===== config.mk =====
export PLATFORM = sky130hd
export DESIGN_NAME = interface_mode_select
export DESIGN_NICKNAME = d
export VERILOG_FILES = /design/src/include/ims_pkg.sv /design/src/rtl/ims_sync.sv /design/src/rtl/block_fill_engine.sv /design/src/rtl/interface_mode_select.sv
export VERILOG_INCLUDE_DIRS = /design/src /design/src/include
export SDC_FILE = /design/constraint.sdc
export NUM_CORES = 1
export LEC_CHECK = 0
export ABC_AREA = 1
export BUFFER_PORTS_ARGS = -buffer_cell sky130_fd_sc_hd__buf_2
export CAP_MARGIN = 20
export CELL_PAD_IN_SITES_DETAIL_PLACEMENT = 0
export CELL_PAD_IN_SITES_GLOBAL_PLACEMENT = 1
export CORE_UTILIZATION = 34
export CTS_CLUSTER_DIAMETER = 100
export CTS_CLUSTER_SIZE = 24
export DETAILED_ROUTE_END_ITERATION = 10
export PLACE_DENSITY = 0.73
export SKIP_LAST_GASP = 1
export SYNTH_ARGS = -nofsm -noshare
export SYNTH_HDL_FRONTEND = slang
export SYNTH_SLANG_ARGS = --single-unit

===== constraint.sdc =====
create_clock -name core_clk_in -period 2.1 [get_ports core_clk_in]
set_input_delay 0.315 -clock core_clk_in [delete_from_list [all_inputs] [get_ports core_clk_in]]
set_output_delay 0.315 -clock core_clk_in [all_outputs]
set_load 0.005 [all_outputs]

===== src/include/ims_defines.svh =====
// Constants of the interface mode selection block: addresses, field positions, reset values and counts.
`ifndef IMS_DEFINES_SVH
`define IMS_DEFINES_SVH

// ----------------------------------------------------------------------
// Host register access
// ----------------------------------------------------------------------
`define IMS_HOST_ADDR_WIDTH 8
`define IMS_HOST_DATA_WIDTH 16
`define IMS_ADDR_MODE_SELECT 8'h01
`define IMS_RESET_VALUE 10'h000
`define IMS_READ_IDLE 16'h0000
`define IMS_UNUSED_ZERO 6'h00

// ----------------------------------------------------------------------
// Field positions of the mode selection register
// ----------------------------------------------------------------------
`define IMS_USED_HI 9
`define IMS_USED_LO 0
`define IMS_BIT_SFE 2
`define IMS_BIT_BPE 4

// ----------------------------------------------------------------------
// Serial rate codes
// ----------------------------------------------------------------------
`define IMS_RATE_CODE_2M 2'h0
`define IMS_RATE_CODE_4M 2'h1
`define IMS_RATE_CODE_8M 2'h2

// ----------------------------------------------------------------------
// Connection memory and block fill
// ----------------------------------------------------------------------
`define CM_ADDR_WIDTH 11
`define CM_DEPTH 2048
`define CM_LOW_BITS_CLEAR 11'h000
`define FILL_FRAMES 2
`define FILL_FRAME_CNT_WIDTH 2
`define SERIAL_OUTPUTS 16

`endif


===== src/include/ims_pkg.sv =====
// Types shared by the interface mode selection block.
package ims_pkg;

	// Bits 9 to 0 of the mode selection register, in register order.
	typedef struct packed {
		logic [4:0] block_fill_data;
		logic block_fill_begin;
		logic output_standby;
		logic start_offset_evaluation;
		logic [1:0] serial_rate_select;
	} mode_fields_t;

	// One write into the connection memory.
	typedef struct packed {
		logic wr_en;
		logic [10:0] addr;
		logic [15:0] data;
	} cm_write_t;

	// Decoded serial rate; the master clock required is twice the bit rate.
	typedef enum logic [2:0] {
		RATE_2M048 = 3'b001,
		RATE_4M096 = 3'b010,
		RATE_8M192 = 3'b100
	} serial_rate_t;

	typedef enum logic [2:0] {
		FILL_IDLE = 3'b001,
		FILL_SWEEP = 3'b010,
		FILL_HOLD = 3'b100
	} fill_state_t;

endpackage : ims_pkg


===== src/rtl/ims_sync.sv =====
// Three-stage synchroniser for a level from a pin, with agreement filter.
`timescale 1ns/1ns
`default_nettype none

module ims_sync (
	input wire logic core_clk_in, // Core clock.
	input wire logic rst_n_in, // Synchronised reset, active low.
	input wire logic async_in, // Level from outside the clock domain.
	output logic level_out // Filtered level.
);
	logic stage1_reg;
	logic stage2_reg;
	logic stage3_reg;

	always_ff @(posedge core_clk_in or negedge rst_n_in) begin
		if (!rst_n_in) begin
			stage1_reg <= 1'b0;
			stage2_reg <= 1'b0;
			stage3_reg <= 1'b0;
		end else begin
			stage1_reg <= async_in;
			stage2_reg <= stage1_reg;
			stage3_reg <= stage2_reg;
		end
	end

	// A change counts only once the last two stages agree.
	always_ff @(posedge core_clk_in or negedge rst_n_in) begin
		if (!rst_n_in) begin
			level_out <= 1'b0;
		end else if (stage2_reg == stage3_reg) begin
			level_out <= stage3_reg;
		end
	end

endmodule : ims_sync

`default_nettype wire


===== src/rtl/block_fill_engine.sv =====
// Connection memory block fill: sweeps every word and holds for the frame count.
`timescale 1ns/1ns
`default_nettype none
`include "ims_defines.svh"

module block_fill_engine #(
	parameter int DEPTH = `CM_DEPTH,
	parameter int FRAMES = `FILL_FRAMES
) (
	input wire logic core_clk_in, // Core clock.
	input wire logic rst_n_in, // Synchronised reset, active low.
	input wire logic start_in, // One-cycle start pulse.
	input wire logic abort_in, // One-cycle abort pulse.
	input wire logic frame_start_in, // One-cycle frame boundary pulse.
	input wire logic [4:0] fill_data_in, // Value for the top five bits.
	output ims_pkg::cm_write_t cm_write_out, // Registered memory write.
	output logic busy_out, // High while filling.
	output logic done_out // One-cycle pulse on completion.
);
	import ims_pkg::*;

	localparam logic [`CM_ADDR_WIDTH-1:0] LAST_ADDR = `CM_ADDR_WIDTH'(DEPTH - 1);
	localparam logic [`FILL_FRAME_CNT_WIDTH-1:0] FRAME_TARGET = `FILL_FRAME_CNT_WIDTH'(FRAMES);

	if (DEPTH < 1 || DEPTH > (1 << `CM_ADDR_WIDTH) || FRAMES < 1 || FRAMES > 3) begin : g_param_check
		$error("block_fill_engine: DEPTH or FRAMES out of range");
	end

	fill_state_t state_reg;
	logic [`CM_ADDR_WIDTH-1:0] addr_reg;
	logic [`FILL_FRAME_CNT_WIDTH-1:0] frame_cnt_reg;
	logic [4:0] data_reg;

	always_ff @(posedge core_clk_in or negedge rst_n_in) begin
		if (!rst_n_in) begin
			state_reg <= FILL_IDLE;
			addr_reg <= '0;
			data_reg <= '0;
		end else begin
			case (state_reg)
				FILL_IDLE: begin
					if (start_in) begin
						state_reg <= FILL_SWEEP;
						addr_reg <= '0;
						data_reg <= fill_data_in;
					end
				end
				FILL_SWEEP: begin
					if (abort_in) begin
						state_reg <= FILL_IDLE;
					end else if (addr_reg == LAST_ADDR) begin
						state_reg <= FILL_HOLD;
					end else begin
						addr_reg <= addr_reg + 1'b1;
					end
				end
				FILL_HOLD: begin
					if (abort_in || frame_cnt_reg == FRAME_TARGET) begin
						state_reg <= FILL_IDLE;
					end
				end
				default: begin
					state_reg <= FILL_IDLE;
				end
			endcase
		end
	end

	// Frames are counted from the start; completion waits for both the sweep and the count.
	always_ff @(posedge core_clk_in or negedge rst_n_in) begin
		if (!rst_n_in) begin
			frame_cnt_reg <= '0;
		end else if (state_reg == FILL_IDLE) begin
			frame_cnt_reg <= '0;
		end else if (frame_start_in && frame_cnt_reg != FRAME_TARGET) begin
			frame_cnt_reg <= frame_cnt_reg + 1'b1;
		end
	end

	always_ff @(posedge core_clk_in or negedge rst_n_in) begin
		if (!rst_n_in) begin
			cm_write_out <= '0;
		end else begin
			cm_write_out.wr_en <= (state_reg == FILL_SWEEP) && !abort_in;
			cm_write_out.addr <= addr_reg;
			cm_write_out.data <= {data_reg, `CM_LOW_BITS_CLEAR};
		end
	end

	assign busy_out = (state_reg != FILL_IDLE);
	assign done_out = (state_reg == FILL_HOLD) && !abort_in && (frame_cnt_reg == FRAME_TARGET);

endmodule : block_fill_engine

`default_nettype wire


===== src/rtl/interface_mode_select.sv =====
// Interface mode selection register with block fill, output standby, offset evaluation and rate control.
//
// Overview of operation
// Host writes zeros to bits fifteen to ten.
// Fill copies data into top five bits.
// Fill clears lower eleven bits of words.
// Begin rising edge starts fill when ready.
// Host sets begin and data together.
// Fill takes two full frames to finish; the code ends it after the second frame pulse from the start.
// Device clears begin bit when fill ends.
// Clearing begin or ready aborts fill.
// Host holds other bits for two frames.
// Pin low, standby zero: outputs high impedance.
// Pin high or standby one: outputs drive.
// Evaluation bit rising edge starts offset measurement.
// Evaluation stops when complete flag rises.
// Host holds evaluation bit low one frame.
// Rate field selects 2, 4, 8 Mb/s.
// Reserved rate code behaves as 2 Mb/s.
// Ready bit arms or disables the fill.
// Complete flag clears on evaluation bit fall.
`timescale 1ns/1ns
`default_nettype none
`include "ims_defines.svh"

module interface_mode_select #(
	parameter int CM_DEPTH = `CM_DEPTH,
	parameter int FILL_FRAMES = `FILL_FRAMES,
	parameter int SERIAL_OUTPUTS = `SERIAL_OUTPUTS
) (
	input wire logic core_clk_in, // Master clock, 20 MHz.
	input wire logic rst_n_in, // Reset, active low, asynchronous.
	input wire logic host_sel_in, // Host access strobe, one cycle.
	input wire logic host_wr_in, // High for write, low for read.
	input wire logic [`IMS_HOST_ADDR_WIDTH-1:0] host_addr_in, // Register address.
	input wire logic [`IMS_HOST_DATA_WIDTH-1:0] host_wdata_in, // Write data.
	output logic [`IMS_HOST_DATA_WIDTH-1:0] host_rdata_out, // Registered read data.
	output logic host_rd_hit_out, // Read data valid for this register.
	input wire logic block_fill_ready_in, // Ready bit from the control register.
	input wire logic frame_start_in, // Frame boundary pulse, same clock.
	input wire logic output_drive_enable_pin_in, // Output drive enable pin, asynchronous.
	input wire logic offset_evaluation_complete_in, // Complete flag from the evaluator, same clock.
	output ims_pkg::cm_write_t cm_write_out, // Connection memory write port.
	output logic block_fill_busy_out, // Fill in progress.
	output logic [SERIAL_OUTPUTS-1:0] serial_output_enable_out, // Per-stream driver enable.
	output logic offset_eval_start_out, // One-cycle start of measurement.
	output logic offset_eval_active_out, // Measurement running.
	output logic offset_eval_clear_out, // One-cycle clear of result and flag.
	output ims_pkg::serial_rate_t serial_rate_out // Selected serial rate.
);
	import ims_pkg::*;

	if (SERIAL_OUTPUTS < 1 || SERIAL_OUTPUTS > `SERIAL_OUTPUTS) begin : g_param_check
		$error("interface_mode_select: SERIAL_OUTPUTS out of range");
	end

	// ----------------------------------------------------------------------
	// Reset release
	// ----------------------------------------------------------------------
	logic rst_meta_reg;
	logic rst_sync_reg;

	always_ff @(posedge core_clk_in or negedge rst_n_in) begin
		if (!rst_n_in) begin
			rst_meta_reg <= 1'b0;
			rst_sync_reg <= 1'b0;
		end else begin
			rst_meta_reg <= 1'b1;
			rst_sync_reg <= rst_meta_reg;
		end
	end

	// ----------------------------------------------------------------------
	// Host access decode
	// ----------------------------------------------------------------------
	logic addr_hit;
	logic write_hit;
	logic read_hit;
	mode_fields_t wr_fields;
	mode_fields_t mode_reg;

	assign addr_hit = host_sel_in && (host_addr_in == `IMS_ADDR_MODE_SELECT);
	assign write_hit = addr_hit && host_wr_in;
	assign read_hit = addr_hit && !host_wr_in;
	// Bits above the used field are dropped; the host keeps them zero.
	assign wr_fields = mode_fields_t'(host_wdata_in[`IMS_USED_HI:`IMS_USED_LO]);

	// ----------------------------------------------------------------------
	// Block fill control
	// ----------------------------------------------------------------------
	logic fill_start;
	logic fill_abort;
	logic fill_done;
	logic fill_busy;
	logic ready_prev_reg;
	logic ready_fall;

	assign ready_fall = ready_prev_reg && !block_fill_ready_in;

	always_ff @(posedge core_clk_in or negedge rst_sync_reg) begin
		if (!rst_sync_reg) begin
			ready_prev_reg <= 1'b0;
		end else begin
			ready_prev_reg <= block_fill_ready_in;
		end
	end

	// Begin data and begin bit come from the same write, so the data is taken with the edge.
	assign fill_start = write_hit && wr_fields.block_fill_begin && !mode_reg.block_fill_begin
		&& block_fill_ready_in;

	// A write with begin low or a drop of the ready bit ends a running fill.
	assign fill_abort = fill_busy && ((write_hit && !wr_fields.block_fill_begin)
		|| !block_fill_ready_in);

	block_fill_engine #(
		.DEPTH(CM_DEPTH),
		.FRAMES(FILL_FRAMES)
	) u_fill (
		.core_clk_in(core_clk_in),
		.rst_n_in(rst_sync_reg),
		.start_in(fill_start),
		.abort_in(fill_abort),
		.frame_start_in(frame_start_in),
		.fill_data_in(wr_fields.block_fill_data),
		.cm_write_out(cm_write_out),
		.busy_out(fill_busy),
		.done_out(fill_done)
	);

	assign block_fill_busy_out = fill_busy;

	// ----------------------------------------------------------------------
	// Mode selection register
	// ----------------------------------------------------------------------
	// A host write in the same cycle as completion wins; its begin bit is kept but starts no new fill.
	always_ff @(posedge core_clk_in or negedge rst_sync_reg) begin
		if (!rst_sync_reg) begin
			mode_reg <= mode_fields_t'(`IMS_RESET_VALUE);
		end else if (write_hit) begin
			mode_reg <= wr_fields;
		end else if (fill_done) begin
			mode_reg.block_fill_begin <= 1'b0;
		end else if (fill_busy && ready_fall) begin
			mode_reg.block_fill_begin <= 1'b0;
		end
	end

	// ----------------------------------------------------------------------
	// Register readback
	// ----------------------------------------------------------------------
	always_ff @(posedge core_clk_in or negedge rst_sync_reg) begin
		if (!rst_sync_reg) begin
			host_rdata_out <= `IMS_READ_IDLE;
			host_rd_hit_out <= 1'b0;
		end else if (read_hit) begin
			host_rdata_out <= {`IMS_UNUSED_ZERO, mode_reg};
			host_rd_hit_out <= 1'b1;
		end else begin
			host_rdata_out <= `IMS_READ_IDLE;
			host_rd_hit_out <= 1'b0;
		end
	end

	// ----------------------------------------------------------------------
	// Output standby
	// ----------------------------------------------------------------------
	logic drive_pin_level;
	logic drive_on;

	ims_sync u_drive_sync (
		.core_clk_in(core_clk_in),
		.rst_n_in(rst_sync_reg),
		.async_in(output_drive_enable_pin_in),
		.level_out(drive_pin_level)
	);

	// Per-channel enables from the connection memory are applied downstream of this mask.
	assign drive_on = drive_pin_level || mode_reg.output_standby;

	always_ff @(posedge core_clk_in or negedge rst_sync_reg) begin
		if (!rst_sync_reg) begin
			serial_output_enable_out <= '0;
		end else begin
			serial_output_enable_out <= {SERIAL_OUTPUTS{drive_on}};
		end
	end

	// ----------------------------------------------------------------------
	// Frame offset evaluation
	// ----------------------------------------------------------------------
	logic eval_rise;
	logic eval_fall;
	logic complete_prev_reg;
	logic complete_rise;

	assign eval_rise = write_hit && wr_fields.start_offset_evaluation && !mode_reg.start_offset_evaluation;
	assign eval_fall = write_hit && !wr_fields.start_offset_evaluation && mode_reg.start_offset_evaluation;
	assign complete_rise = offset_evaluation_complete_in && !complete_prev_reg;

	always_ff @(posedge core_clk_in or negedge rst_sync_reg) begin
		if (!rst_sync_reg) begin
			complete_prev_reg <= 1'b0;
		end else begin
			complete_prev_reg <= offset_evaluation_complete_in;
		end
	end

	always_ff @(posedge core_clk_in or negedge rst_sync_reg) begin
		if (!rst_sync_reg) begin
			offset_eval_start_out <= 1'b0;
			offset_eval_clear_out <= 1'b0;
		end else begin
			offset_eval_start_out <= eval_rise;
			offset_eval_clear_out <= eval_fall;
		end
	end

	// A new start beats a completion seen in the same cycle.
	always_ff @(posedge core_clk_in or negedge rst_sync_reg) begin
		if (!rst_sync_reg) begin
			offset_eval_active_out <= 1'b0;
		end else if (eval_rise) begin
			offset_eval_active_out <= 1'b1;
		end else if (complete_rise || eval_fall) begin
			offset_eval_active_out <= 1'b0;
		end
	end

	// ----------------------------------------------------------------------
	// Serial rate selection
	// ----------------------------------------------------------------------
	function automatic serial_rate_t decode_rate(input logic [1:0] code);
		case (code)
			`IMS_RATE_CODE_2M: decode_rate = RATE_2M048;
			`IMS_RATE_CODE_4M: decode_rate = RATE_4M096;
			`IMS_RATE_CODE_8M: decode_rate = RATE_8M192;
			default: decode_rate = RATE_2M048;
		endcase
	endfunction : decode_rate

	always_ff @(posedge core_clk_in or negedge rst_sync_reg) begin
		if (!rst_sync_reg) begin
			serial_rate_out <= RATE_2M048;
		end else begin
			serial_rate_out <= decode_rate(mode_reg.serial_rate_select);
		end
	end

endmodule : interface_mode_select

`default_nettype wire


[Yosys cells after proc, flatten, opt, wreduce, memory -nomap -nowiden]
Index checks and enable logic that the tools add are counted.
Word-level totals
  input port bits: 32
  word-level logic and storage cells: 102
  output and inout bits: 68
  bits in registers: 80
Operators by class
  mux-type cells: 19
  equal/unequal tests: 16
  reductions and logical operators: 38
  $add $sub $neg: 2
Operators by type and width (count)
  $mux W11: 3
  $pmux W11 S2: 1
  $logic_and A1 B1 Y1: 19
  $mux W3: 4
  $add A11 B1 Y11 const B: 1
  $eq A11 B11 Y1 const B: 1
  $mux W10: 1
  $pmux W3 S3: 1
  $eq A8 B1 Y1 const B: 1
  $logic_not A1 Y1: 8
  $ne A2 B2 Y1 const B: 4
  $mux W1: 6
  $ne A3 B1 Y1 const B: 2
  $pmux W3 S2: 1
  $reduce_bool A2 Y1: 3
  $eq A2 B2 Y1 const B: 2
  $logic_or A1 B1 Y1: 4
  $mux W2: 2
  $reduce_and A4 Y1: 1
  $eq A3 B1 Y1 const B: 1
  $eq A3 B2 Y1 const B: 1
  $eq A3 B3 Y1 const B: 1
  $reduce_and A3 Y1: 1
  $reduce_bool A3 Y1: 1
  other kinds (5): 5

[Logic depth before layout (Yosys ltp)]
  word-level depth: 11
  gate-level depth with buffers: 10
  gate-level depth less buffers: 10

[By module]
A second synthesis with hierarchy kept.
Unflattened totals
  cell total of the unflattened synthesis: 347
  area, all modules: 3248.1 µm²
Modules (own cells, without submodules)
  block_fill_engine: times used 1, area each 1701.6 µm², cells each 194
  interface_mode_select: times used 1, area each 1430.1 µm², cells each 145
  ims_sync: times used 1, area each 116.4 µm², cells each 8

[Least setup slack after synthesis]
OpenSTA, ideal clock, no wires.
  path kind: register to register
  start: reg u_fill.addr_reg[0]
  end: reg u_fill.addr_reg[8]
  data arrival time: 1.618 ns
  cell stages (with the launch flop): 11
  path slack: 0.416 ns
  required time: 2.034 ns
  buffers on the path: 1
  clock period less this slack: 1.684 ns
  cells stage by stage: dfrtp_1 > ha_1 > nand2_1 > nor2_2 > nand3_1 > nor3b_2 > nand2_2 > nand3_2 > buf_6 > nand2_1 > nand2_1
On the way
  longest elaborated chain between the ends: 4
  elaborated cells between the ends (all ways): 7
  classes of those cells: add/sub (1); eq/ne (2); mux (3); reduce/logical (1)
Ends and longest elaborated chain
  start: declaration: RTL line block_fill_engine.sv:30  | logic [`CM_ADDR_WIDTH-1:0] addr_reg;
  start signal: assignment: RTL line block_fill_engine.sv:54  | addr_reg <= addr_reg + 1'b1;
  $add A11 B1 Y11: RTL line block_fill_engine.sv:54
  $mux W11: RTL line block_fill_engine.sv:51  | end else if (addr_reg == LAST_ADDR) begin
  $mux W11: RTL line block_fill_engine.sv:49  | if (abort_in) begin
  $pmux W11 S2: RTL line block_fill_engine.sv:40  | case (state_reg)
Several ways; a longest one is shown, not always the timed one. The select of a mux whose other input is x is not followed.
A chain may end at the register's enable or synchronous reset.

[Worst setup path after layout]
  start: reg u_fill.addr_reg[0]
  end: reg u_fill.addr_reg[5]
Same word-level chain as after synthesis.

==> metrics.csv <==
stage,metric,value,unit
flow_run,max_cap viols,0,
cells_and_area,max reg flops,17,
sta,TNS Setup,0,ns
global_route,pin count of the biggest net entering global routing,73,
cells_and_area,# diodes,0,
global_route,gr usage total,12.7,%
sta,RSZ-0062 raised after global routing,no,
place,IO Port Bufs,76,
synth,leading cell types by count after synthesis,"dfrtp_1, nand2_1, buf_4, inv_1, nor2_1",
synth,Syn Inst Count,315,
worst_setup_path,crit start category,flop,
sta,fin crit period,1.86,ns
cells_and_area,multi-input logic area,890,um2
cts,Clock Path Buffers,2,
drt,drt pass-1 iters,5,
global_route,initial antenna violation count,0,
synth,post-synthesis area per instance,9.76,um2
worst_setup_path,Worst Path Required,2.38,ns
cells_and_area,FF+latch area,1860,um2
pwr,Comb power frac,14.9,%
pwr,sequential share of power,48.2,%
drt,routed wire length,5.57,mm
sta,"Hold Violations, Final",0,
drt,wire per inst,11.0,um
pwr,switch share,27.2,%
place,placed insts,487,
floorplanning,die width,97.1,um
drt,1st-iter DRT viols,88,
synth,"Seq/Total Area, Yosys",60.3,%
worst_setup_path,CP Capture Type,flop,
synth,fraction of registers with async set/reset,100,%
synth,Main synth FF type,dfrtp_1,
sta,Max Clock Skew,0.00815,ns
pwr,Static Leak,2.01,nW
pwr,Clock Power Share,36.9,%
place,Final HPWL DP,3.90,mm
synth,Post-synth EDFFs,0,
cts,Clock Latency Late Sink,0.34,ns
floorplanning,Rows,34,
cts,CTS Root Cell,clkbuf_8,
floorplanning,Die Y-Extent,97.1,um
cells_and_area,fin nets,427,
synth,synthesized cell area,3080,um2
synth,YS warnings,0,
synth,post-synthesis register bit count,74,
floorplanning,Die ar.,9430,um2
worst_setup_path,"Arr. time, crit path",2.14,ns
cells_and_area,Layout area overhead,19.9,%
cts,TritonCTS clock tree,yes,
pwr,pwr dens,874,nW/um2
cts,H-tree levels,3,
drt,via/cell ratio,4.35,
sta,fmax,537,MHz
cts,CTS sink cnt,74,
cells_and_area,layout cells sized above 1,27.8,%
cts,clock slew at reported path FFs,0.07,ns
place,placer congestion estimate,0.774,
sta,final slew viol count,0,
pwr,Switching Power,0.000876,W
cells_and_area,final cell count without fillers,504,
floorplanning,Core Region,8720,um2
worst_setup_path,Setup CP Type,flop to flop,
pwr,IR Drop Worst-Case VDD,0.425,mV
hold_path,worst min-delay path class,primary input to flop,
sta,Final Cycle Share,88.7,%
synth,Yosys top cell by area,dfrtp_1,
floorplanning,Ports,100,
global_route,total grt overflow,0,
drt,vias post-DR,2194,
run_status,outcome,finished clean,
worst_setup_path,"reg-to-reg slack, setup",0.24,ns
global_route,vias in the first global route,2174,
worst_setup_path,crit-path max FO,12,
cts,Num CTS Buffers,9,
synth,most numerous cell in the Yosys netlist,dfrtp_1,
floorplanning,Initial Util,35.3,%
synth,"top cells by area, synth","dfrtp_1, nand2_1, buf_4",
cells_and_area,fillers,849,
sta,Setup-failing EPs final,0,
drt,Antenna Violating Nets Remaining,0,
cts,CTS resizes,0,
drt,DRC Markers,0,
global_route,first-pass GRT wire length,9.53,mm
pwr,Internal,0.00235,W
synth,Netlist cell types,31,
synth,Yosys top cell area share,58.6,%
cell type report:
class	count	share of cell area [%]
clock buffer	10	3.46
clock inverter	6	2.44
inverter	34	3.46
multi-input combinational	187	24.1
sequential	74	50.3
tap	108	3.66
timing repair buffer	85	12.6
worst paths after layout:
check,start,to,depth (start not counted)
worst max register to register,u_fill.addr_reg[0]$_DFFE_PN0P_,u_fill.addr_reg[5]$_DFFE_PN0P_,9
worst max-delay path,u_fill.addr_reg[0]$_DFFE_PN0P_,u_fill.addr_reg[5]$_DFFE_PN0P_,9
max in group asynchronous,rst_sync_reg$_DFF_PN0_,serial_rate_out[0]$_DFF_PN1_,1
worst min-delay path,output_drive_enable_pin_in,u_drive_sync.stage1_reg$_DFF_PN0_,1
worst min register to register,rst_sync_reg$_DFF_PN0_,u_fill.frame_cnt_reg[1]$_DFFE_PN0P_,1
min in group asynchronous,rst_sync_reg$_DFF_PN0_,u_fill.frame_cnt_reg[1]$_DFFE_PN0P_,1
per-layer routing:
layer	vias up	GRT usage [%]	wire, um
met3	4	5.61	320
met5	-	0	0
met2	69	20.9	2650
met1	1017	14.9	2560
met4	0	4.25	39
li1	1104	-	-
power groups by stage:
stage | sequential [W] | clock, W | combinational (W)
detailed placement | 0.00158 | 0 | 0.000493
floorplan | 0.00160 | 0 | 0.000324
CTS | 0.00156 | 0.00123 | 0.000496
global route | 0.00156 | 0.00130 | 0.000557
global placement | 0.00158 | 0 | 0.000483
finish | 0.00155 | 0.00119 | 0.000481
cells in the final DEF, fill, tap and decap left out, types with 2 or more instances in the layout:
cell / count
buf_2: 76
ha_1: 4
dfrtp_1: 71
nor3_1: 4
nand4_1: 15
bufinv_16: 2
o21ai_0: 18
dfstp_2: 2
xor2_1: 2
nand2_2: 2
nand3_1: 12
conb_1: 18
nand2_1: 67
buf_4: 7
nor2_1: 30
nor3b_1: 2
a21oi_1: 3
clkbuf_8: 9
inv_1: 32
critical path, cell delays in order, from the launching register on:
cell	delay, ns
dfrtp_1	0.41
ha_1	0.26
nand2_1	0.10
nor2_2	0.15
nand3_1	0.13
nor3b_2	0.24
nand2_2	0.14
nand3_2	0.23
nand2_1	0.08
nand2_1	0.06
kinds of logic after synthesis:
logic type      synth area share, %
buf+inv                        12.7
other cells                   0.244
flops                          60.3
xor+xnor                      0.855
fa+ha+maj                      1.95
simple gates                   19.9
compound gates                 4.07
per-stage QoR:
| step | power (W) | instance area (um2) | hold slack [ns] | setup WS [ns] | util [%] |
|---|---|---|---|---|---|
| after floorplan | 0.00192 | 3140 | 0.0194 | 0.416 | - |
| after global placement | 0.00206 | 3460 | 0.100 | 0.233 | 39.7 |
| after detailed placement | 0.00208 | 3460 | 0.103 | 0.232 | 39.7 |
| after CTS | 0.00328 | 3690 | 0.0741 | 0.203 | 42.3 |
| after global routing | 0.00342 | 3690 | 0.0595 | 0.0643 | 42.3 |
| final | 0.00322 | 3690 | 0.0905 | 0.237 | 42.3 |
timing repair:
| item | in CTS | in global routing |
|---|---|---|
| hold buffers | 1 | 0 |
| setup buffers | 0 | 0 |
| endpoints found under the hold margin | 2 | 0 |
Note: power is estimated with default switching activity, not from simulation.
